[src/flags_regs.svh]
`ifndef FLAGS_REGS_SVH
`define FLAGS_REGS_SVH
// register byte addresses
`define FLAGS_ADDR        12'h00c
`define MASK_ADDR         12'h034
`define MODE_ADDR         12'h038
`define ADDR_BITS         12
// flag bit positions
`define BIT_WIDE_OVF      0
`define BIT_PERIOD_MATCH  1
`define BIT_CAPCMP        2
`define BIT_SERIAL        3
// reset values
`define FLAGS_RESET       8'h00
`define MASK_RESET        8'h00
`define MODE_RESET        8'h00
`define LOW_FLAG_MASK     8'h0f
// mode field positions
`define MODE_SER_LO       0
`define MODE_SER_HI       1
`define MODE_CC_LO        2
`define MODE_CC_HI        3
`define MODE_MULTI        4
// axi responses
`define RESP_OKAY         2'h0
`define RESP_SLVERR       2'h2
`endif

[src/flags_pkg.sv]
package flags_pkg;
  // serial unit operating mode
  typedef enum logic [1:0] {
    ser_off        = 2'h0,
    ser_shift      = 2'h1,
    ser_bus_target = 2'h2,
    ser_bus_ctrl   = 2'h3
  } serial_mode_type;
  // capture/compare unit mode
  typedef enum logic [1:0] {
    cc_off     = 2'h0,
    cc_capture = 2'h1,
    cc_compare = 2'h2,
    cc_pwm     = 2'h3
  } capcmp_mode_type;
  // event pulses raised by the peripherals
  typedef struct packed {
    logic byte_done;
    logic start_done;
    logic stop_done;
    logic restart_done;
    logic ack_done;
    logic idle_start_seen;
    logic idle_stop_seen;
    logic serial_idle;
    logic capture_taken;
    logic compare_match;
  } periph_events_type;
endpackage

[src/sticky_flag.sv]
`timescale 1ns/1ps
// one sticky flag: set wins over write-one clear
module sticky_flag (
  // clock and reset
  input  wire logic clock_in,
  input  wire logic rst_n_in,
  // set and clear
  input  wire logic set_in,
  input  wire logic clear_in,
  // state
  output logic      flag_out
);
  logic flag_r;
  logic flag_nxt;

  // next value
  always_comb begin
    flag_nxt = flag_r;
    if (clear_in) begin
      flag_nxt = 1'b0;
    end
    if (set_in) begin
      flag_nxt = 1'b1;
    end
  end

  // register
  always_ff @(posedge clock_in or negedge rst_n_in) begin
    if (!rst_n_in) begin
      flag_r <= 1'b0;
    end else begin
      flag_r <= flag_nxt;
    end
  end

  assign flag_out = flag_r;
endmodule

[src/peripheral_interrupt_flags.sv]
// Local design decisions: the address map and the AXI4-Lite slave port.
`timescale 1ns/1ps
`include "flags_regs.svh"
// Notes on behaviour
// - a finished byte transfer sets the serial flag in shift mode and in bus target and controller modes.
// - in bus controller mode, a completed requested start condition sets the serial flag.
// - in bus controller mode, a completed requested stop condition sets the serial flag.
// - in bus controller mode, a completed requested repeated start sets the serial flag.
// - in bus controller mode, a completed requested acknowledge sequence sets the serial flag.
// - with multi-controller enabled, a start seen on the bus while the serial unit idles sets the serial flag.
// - with multi-controller enabled, a stop seen on the bus while the serial unit idles sets the serial flag.
// - the serial flag reads zero unless one of its events happened since software last cleared it.
// - in capture mode, a capture of the wide timer sets the capture/compare flag until software clears it.
// - in compare mode, a match sets the capture/compare flag; in pwm mode it is never set.
// - a rollover of the wide timer sets the overflow flag until cleared; it reads zero otherwise.
// - the flag register sits at address 0ch and all bits are zero after reset.
module peripheral_interrupt_flags
  import flags_pkg::*;
#(
  parameter int PERIOD_WIDTH = 8,
  parameter int WIDE_WIDTH   = 16
) (
  // clock and reset
  input  wire logic                    clock_in,
  input  wire logic                    rst_n_in,
  // peripheral events
  input  wire periph_events_type       events_in,
  input  wire logic [WIDE_WIDTH-1:0]   wide_timer_count_in,
  input  wire logic [PERIOD_WIDTH-1:0] period_timer_count_in,
  input  wire logic [PERIOD_WIDTH-1:0] period_limit_in,
  // axi4-lite write address
  input  wire logic                    awvalid_in,
  output logic                         awready_out,
  input  wire logic [31:0]             awaddr_in,
  // axi4-lite write data
  input  wire logic                    wvalid_in,
  output logic                         wready_out,
  input  wire logic [31:0]             wdata_in,
  input  wire logic [3:0]              wstrb_in,
  // axi4-lite write response
  output logic                         bvalid_out,
  input  wire logic                    bready_in,
  output logic [1:0]                   bresp_out,
  // axi4-lite read address
  input  wire logic                    arvalid_in,
  output logic                         arready_out,
  input  wire logic [31:0]             araddr_in,
  // axi4-lite read data
  output logic                         rvalid_out,
  input  wire logic                    rready_in,
  output logic [31:0]                  rdata_out,
  output logic [1:0]                   rresp_out,
  // interrupt
  output logic                         irq_out
);

  ////////////////////////////////////////////////////////////////////////////
  // state
  logic                    aw_held_r,  aw_held_nxt;
  logic                    w_held_r,   w_held_nxt;
  logic [`ADDR_BITS-1:0]   aw_addr_r,  aw_addr_nxt;
  logic [7:0]              w_data_r,   w_data_nxt;
  logic                    w_lane_r,   w_lane_nxt;
  logic                    bvalid_r,   bvalid_nxt;
  logic [1:0]              bresp_r,    bresp_nxt;
  logic                    rvalid_r,   rvalid_nxt;
  logic [31:0]             rdata_r,    rdata_nxt;
  logic [1:0]              rresp_r,    rresp_nxt;
  logic [7:0]              mask_r,     mask_nxt;
  logic [7:0]              mode_r,     mode_nxt;
  logic                    irq_r,      irq_nxt;
  logic                    awready_r,  awready_nxt;
  logic                    wready_r,   wready_nxt;
  logic                    arready_r,  arready_nxt;
  logic                    period_eq_r, period_eq_nxt;
  logic [WIDE_WIDTH-1:0]   wide_prev_r, wide_prev_nxt;
  logic                    wide_seen_r, wide_seen_nxt;

  logic [3:0]              flag_set;
  logic [3:0]              flag_clear;
  logic [3:0]              flag_q;
  logic [7:0]              flags_byte;
  logic                    do_write;
  serial_mode_type         ser_mode;
  capcmp_mode_type         cc_mode;
  logic                    multi_ctrl;
  logic                    period_eq;
  logic                    wide_roll;

  assign ser_mode   = serial_mode_type'(mode_r[`MODE_SER_HI:`MODE_SER_LO]);
  assign cc_mode    = capcmp_mode_type'(mode_r[`MODE_CC_HI:`MODE_CC_LO]);
  assign multi_ctrl = mode_r[`MODE_MULTI];
  assign flags_byte = {4'h0, flag_q};   // upper flags live elsewhere, read zero
  assign do_write   = aw_held_r && w_held_r && !bvalid_r;

  ////////////////////////////////////////////////////////////////////////////
  // event sources
  assign period_eq = (period_timer_count_in == period_limit_in);
  assign wide_roll = wide_seen_r && (wide_prev_r == {WIDE_WIDTH{1'b1}})
                     && (wide_timer_count_in == '0);

  // set conditions per flag
  always_comb begin
    flag_set = 4'h0;
    flag_set[`BIT_SERIAL] =
        (events_in.byte_done && ser_mode != ser_off)
      | (events_in.start_done && ser_mode == ser_bus_ctrl)
      | (events_in.stop_done && ser_mode == ser_bus_ctrl)
      | (events_in.restart_done && ser_mode == ser_bus_ctrl)
      | (events_in.ack_done && ser_mode == ser_bus_ctrl)
      | (events_in.idle_start_seen && multi_ctrl && events_in.serial_idle)
      | (events_in.idle_stop_seen && multi_ctrl && events_in.serial_idle);
    flag_set[`BIT_CAPCMP] =
        (events_in.capture_taken && cc_mode == cc_capture)
      | (events_in.compare_match && cc_mode == cc_compare);
    flag_set[`BIT_PERIOD_MATCH] = period_eq && !period_eq_r;
    flag_set[`BIT_WIDE_OVF] = wide_roll;
  end

  // write-one clear from software only
  always_comb begin
    flag_clear = 4'h0;
    if (do_write && aw_addr_r == `FLAGS_ADDR && w_lane_r) begin
      flag_clear = w_data_r[3:0];   // only the four low flags exist here
    end
  end

  // one sticky cell per flag, zero at reset
  genvar gi;
  for (gi = 0; gi < 4; gi++) begin : g_flag
    sticky_flag u_flag (
      .clock_in (clock_in),
      .rst_n_in (rst_n_in),
      .set_in   (flag_set[gi]),
      .clear_in (flag_clear[gi]),
      .flag_out (flag_q[gi])
    );
  end

  ////////////////////////////////////////////////////////////////////////////
  // bus slave next state
  always_comb begin
    aw_held_nxt   = aw_held_r;
    w_held_nxt    = w_held_r;
    aw_addr_nxt   = aw_addr_r;
    w_data_nxt    = w_data_r;
    w_lane_nxt    = w_lane_r;
    bvalid_nxt    = bvalid_r;
    bresp_nxt     = bresp_r;
    rvalid_nxt    = rvalid_r;
    rdata_nxt     = rdata_r;
    rresp_nxt     = rresp_r;
    mask_nxt      = mask_r;
    mode_nxt      = mode_r;
    if (awvalid_in && !aw_held_r) begin
      aw_held_nxt = 1'b1;
      aw_addr_nxt = awaddr_in[`ADDR_BITS-1:0];
    end
    if (wvalid_in && !w_held_r) begin
      w_held_nxt = 1'b1;
      w_data_nxt = wdata_in[7:0];
      w_lane_nxt = wstrb_in[0];
    end
    if (do_write) begin
      aw_held_nxt = 1'b0;
      w_held_nxt  = 1'b0;
      bvalid_nxt  = 1'b1;
      bresp_nxt   = `RESP_OKAY;
      case (aw_addr_r)
        `FLAGS_ADDR: ;
        `MASK_ADDR: if (w_lane_r) mask_nxt = w_data_r & `LOW_FLAG_MASK;
        `MODE_ADDR: if (w_lane_r) mode_nxt = w_data_r;
        default:    bresp_nxt = `RESP_SLVERR;
      endcase
    end
    if (bvalid_r && bready_in) begin
      bvalid_nxt = 1'b0;
    end
    if (arvalid_in && !rvalid_r) begin
      rvalid_nxt = 1'b1;
      rresp_nxt  = `RESP_OKAY;
      case (araddr_in[`ADDR_BITS-1:0])
        `FLAGS_ADDR: rdata_nxt = {24'h000000, flags_byte};
        `MASK_ADDR:  rdata_nxt = {24'h000000, mask_r};
        `MODE_ADDR:  rdata_nxt = {24'h000000, mode_r};
        default: begin
          rdata_nxt = 32'h00000000;
          rresp_nxt = `RESP_SLVERR;
        end
      endcase
    end else if (rvalid_r && rready_in) begin
      rvalid_nxt = 1'b0;
    end
  end

  // event edge trackers, ready flags and interrupt
  always_comb begin
    awready_nxt   = !aw_held_nxt;
    wready_nxt    = !w_held_nxt;
    arready_nxt   = !rvalid_nxt;
    period_eq_nxt = period_eq;
    wide_prev_nxt = wide_timer_count_in;
    wide_seen_nxt = 1'b1;
    irq_nxt       = |(flags_byte & mask_r);
  end

  ////////////////////////////////////////////////////////////////////////////
  // registers
  always_ff @(posedge clock_in or negedge rst_n_in) begin
    if (!rst_n_in) begin
      aw_held_r   <= 1'b0;
      w_held_r    <= 1'b0;
      aw_addr_r   <= '0;
      w_data_r    <= 8'h00;
      w_lane_r    <= 1'b0;
      bvalid_r    <= 1'b0;
      bresp_r     <= `RESP_OKAY;
      rvalid_r    <= 1'b0;
      rdata_r     <= 32'h00000000;
      rresp_r     <= `RESP_OKAY;
      mask_r      <= `MASK_RESET;
      mode_r      <= `MODE_RESET;
      irq_r       <= 1'b0;
      awready_r   <= 1'b1;
      wready_r    <= 1'b1;
      arready_r   <= 1'b1;
      period_eq_r <= 1'b0;
      wide_prev_r <= '0;
      wide_seen_r <= 1'b0;
    end else begin
      aw_held_r   <= aw_held_nxt;
      w_held_r    <= w_held_nxt;
      aw_addr_r   <= aw_addr_nxt;
      w_data_r    <= w_data_nxt;
      w_lane_r    <= w_lane_nxt;
      bvalid_r    <= bvalid_nxt;
      bresp_r     <= bresp_nxt;
      rvalid_r    <= rvalid_nxt;
      rdata_r     <= rdata_nxt;
      rresp_r     <= rresp_nxt;
      mask_r      <= mask_nxt;
      mode_r      <= mode_nxt;
      irq_r       <= irq_nxt;
      awready_r   <= awready_nxt;
      wready_r    <= wready_nxt;
      arready_r   <= arready_nxt;
      period_eq_r <= period_eq_nxt;
      wide_prev_r <= wide_prev_nxt;
      wide_seen_r <= wide_seen_nxt;
    end
  end

  // outputs straight from flops
  assign awready_out = awready_r;
  assign wready_out  = wready_r;
  assign arready_out = arready_r;
  assign bvalid_out  = bvalid_r;
  assign bresp_out   = bresp_r;
  assign rvalid_out  = rvalid_r;
  assign rdata_out   = rdata_r;
  assign rresp_out   = rresp_r;
  assign irq_out     = irq_r;
endmodule

[config.mk]
export PLATFORM = sky130hd
export DESIGN_NAME = peripheral_interrupt_flags
export DESIGN_NICKNAME = d
export VERILOG_FILES = /design/src/flags_pkg.sv /design/src/sticky_flag.sv /design/src/peripheral_interrupt_flags.sv
export VERILOG_INCLUDE_DIRS = /design/src
export SDC_FILE = /design/constraint.sdc
export NUM_CORES = 1
export LEC_CHECK = 0
export ABC_AREA = 1
export BUFFER_PORTS_ARGS = -buffer_cell sky130_fd_sc_hd__buf_2
export CELL_PAD_IN_SITES_DETAIL_PLACEMENT = 0
export CELL_PAD_IN_SITES_GLOBAL_PLACEMENT = 1
export CORE_UTILIZATION = 31
export CTS_BUF_LIST = sky130_fd_sc_hd__clkbuf_16
export DETAILED_ROUTE_END_ITERATION = 8
export GPL_TIMING_DRIVEN = 1
export PLACE_DENSITY = 0.83
export SYNTH_ARGS = -nofsm -noshare
export SYNTH_HDL_FRONTEND = slang
export SYNTH_SLANG_ARGS = --single-unit
[constraint.sdc]
create_clock -name clock_in -period 1.4 [get_ports clock_in]
set_input_delay 0.21 -clock clock_in [delete_from_list [all_inputs] [get_ports clock_in]]
set_output_delay 0.21 -clock clock_in [all_outputs]
set_load 0.03 [all_outputs]
==> flow_summary.ini <==
[worst_hold_path]
min_path_type = in -> reg
min-delay-start = wide_timer_count_in[3]
whs_path_depth = 1

[global_routing]
overflow = 0
antenna_found_initial = 0
grt_pass1_vias = 2723
grt_pass1_wl_mm = 12.3
track_usage_pct = 13.8
grt_max_degree = 28

[pwr]
power_frac_seq_pct = 40.6
p_clk_share_pct = 37.6
p_total_mw = 6.90
power.density_nw_per_um2 = 1530
ir_drop_mv = 1.12
p_sw_mw = 2.03
swShare_pct = 29.4
p_comb_share_pct = 21.8
p_int_mw = 4.87
leakagePower_nw = 2.30

[drt]
route.detailed.drc = 0
wirelength_mm = 7.17
via_count = 2722
viasPerCell = 4.29
drtAntennaViolNets = 0
wl_per_cell_um = 11.3
drt_iter0_drc = 123
dr.pass1.iters = 4

[clocking]
cts_tree = yes
clk-insertion-delay-late_ps = 330
clk_path_buf_depth = 2
numCtsBuffers = 9
cts.sinks = 73
root_buffer = clkbuf_16
cts.clk_slew.worst_paths_ps = 60
cts_max_level = 3

[final_layout]
drive_above_1_share_pct = 31.9
antenna_cells = 0
layout_common_cells = buf_2, nand2_1, dfrtp_1
instances_no_fill = 635
final_common_cell = buf_2
final_nets = 643
area_growth_pct = 34.4

[synth]
yosysWarnings = 0
yosys_register_bits = 73
syn_inst = 367
synth_cell_types = 33
synth_seq_area_share_pct = 54.5
syn_avg_cell_area_sq_um = 9.15
syn_area_sq_um = 3360

[worst_setup_path]
r2r-start = aw_addr_r[6]
end_kind = flip-flop
crit_arrival_ps = 1530
critPathKind = reg -> reg
crit_required_ps = 1610
startpoint = aw_addr_r[6]
worst_setup_path_start_kind = flip-flop
critPathMaxFanout = 13
reg2regPathDepth = 7

[placed_design]
hpwlAfterDp_mm = 5.28
place.gp.congestion = 0.737
io_buffers = 97
dp_cells = 602

[outcome]
outcome = complete, no violations

[sta]
slew_violations = 0
clock_skew_ps = 6.20
setup_tns_ps = 0
fin_crit_sh_pct = 94.3
min_period_ps = 1320
timing.fmax_ghz = 0.757
rsz0062_at_grt = true
setup_violations = 0
final-hold-violation-count = 0

[die]
initial_core_util_pct = 32.2
die-area_sq_um = 11300
die_h_um = 106
core_area_sq_um = 10400
row_count = 37
ios = 191
die_w_um = 106

[job]
cap_violations = 0
==> registers in the layout (all words and copies together) (netlist names), 4 cells and up <==
register	count
aw_addr_r	12
g_flag.u_flag.flag_out	4
mask_r	4
mode_r	8
rdata_out	8
w_data_r	8
wide_prev_r	16
==> kinds of logic after synthesis <==
logic type                Yosys count  synth area share, %
and+or+nand+nor                   177                 24.4
DFF                                73                 54.5
buffers and inverters              68                 11.1
AOI/OAI and AO/OA                  33                 5.44
muxes                               9                 3.02
xor gates and xnor gates            5                 1.30
other                               2                0.224
==> worst paths after layout <==
kind | to | slack (ps)
min | wide_prev_r[3] | 20
max in group asynchronous | arready_out | 530
min reg2reg | mode_r[4] | 470
min in group asynchronous | wide_prev_r[3] | 340
max | mode_r[1] | 80
max reg2reg | mode_r[1] | 80
==> per-layer routing <==
layer | routed length [um] | vias up | GRT usage [%]
met5 | 0 | - | 0
met4 | 67 | 0 | 3.87
met3 | 431 | 10 | 3.92
met2 | 3610 | 89 | 23.6
met1 | 3060 | 1251 | 17.1
li1 | - | 1372 | -
==> power groups by stage <==
| stage | Clock, mW | Sequential [mW] | Combinational (mW) |
|---|---|---|---|
| global placement | 0 | 2.81 | 1.38 |
| floorplan | 0 | 2.93 | 0.896 |
| CTS | 2.65 | 2.79 | 1.45 |
| finish | 2.59 | 2.80 | 1.50 |
| global route | 2.75 | 2.86 | 1.69 |
| detailed placement | 0 | 2.83 | 1.41 |
==> area by class of cell <==
class	count	area, sq um
fillers	1038	5900
inverters	36	138
flip-flops and latches	73	1830
well taps	136	170
repair buffers	123	758
multi-input cells	251	1280
clock buffers	9	225
clock inverters	7	114
==> critical path, stage by stage, from the launching register on <==
cell     delay (ps)
dfrtp_1         380
nor2_2          160
nand3_2         100
nor2_4          160
nand3_2         110
buf_12          170
nand2_1          70
o21ai_2          50
==> synth_stat cells (all sizes together) <==
master | n | area (sq um)
buf | 31 | 235
or2 | 1 | 6.26
o211ai | 1 | 7.51
mux2 | 9 | 101
conb | 2 | 7.51
dfrtp | 70 | 1750
nor4 | 1 | 6.26
nand3 | 25 | 153
o21ai | 19 | 110
nor2 | 43 | 189
xnor2 | 2 | 17.5
a21oi | 13 | 65.1
clkbuf | 1 | 3.75
dfstp | 3 | 78.8
and3 | 1 | 6.26
inv | 36 | 135
nand4 | 12 | 81.3
and2 | 1 | 6.26
nand3b | 1 | 7.51
nor3 | 4 | 25.0
nand2 | 88 | 338
xor2 | 3 | 26.3
==> per-stage QoR <==
| stage | area (sq um) | utilization [%] | setup slack (ps) | hold slack [ps] |
|---|---|---|---|---|
| 5_1_grt | 4510 | 43.3 | -40.2 | 4.02 |
| 4_1_cts | 4470 | 42.9 | 27.3 | 6.19 |
| 2_1_floorplan | 3450 | - | 54.2 | -85.6 |
| 3_3_place_gp | 3980 | 38.2 | 69.9 | 151 |
| 3_5_place_dp | 3980 | 38.2 | 53.5 | 151 |
| 6_report | 4510 | 43.3 | 79.8 | 20.1 |
==> repair_timing <==
item | 4_1_cts | 5_1_grt
hold buffers | 15 | 0
buffers inserted | 0 | 2
hold endpoints to repair | 36 | 0
gates resized for setup | 0 | 9
endpoints found under the setup margin | 0 | 14
(Power assumes the default switching activity.)
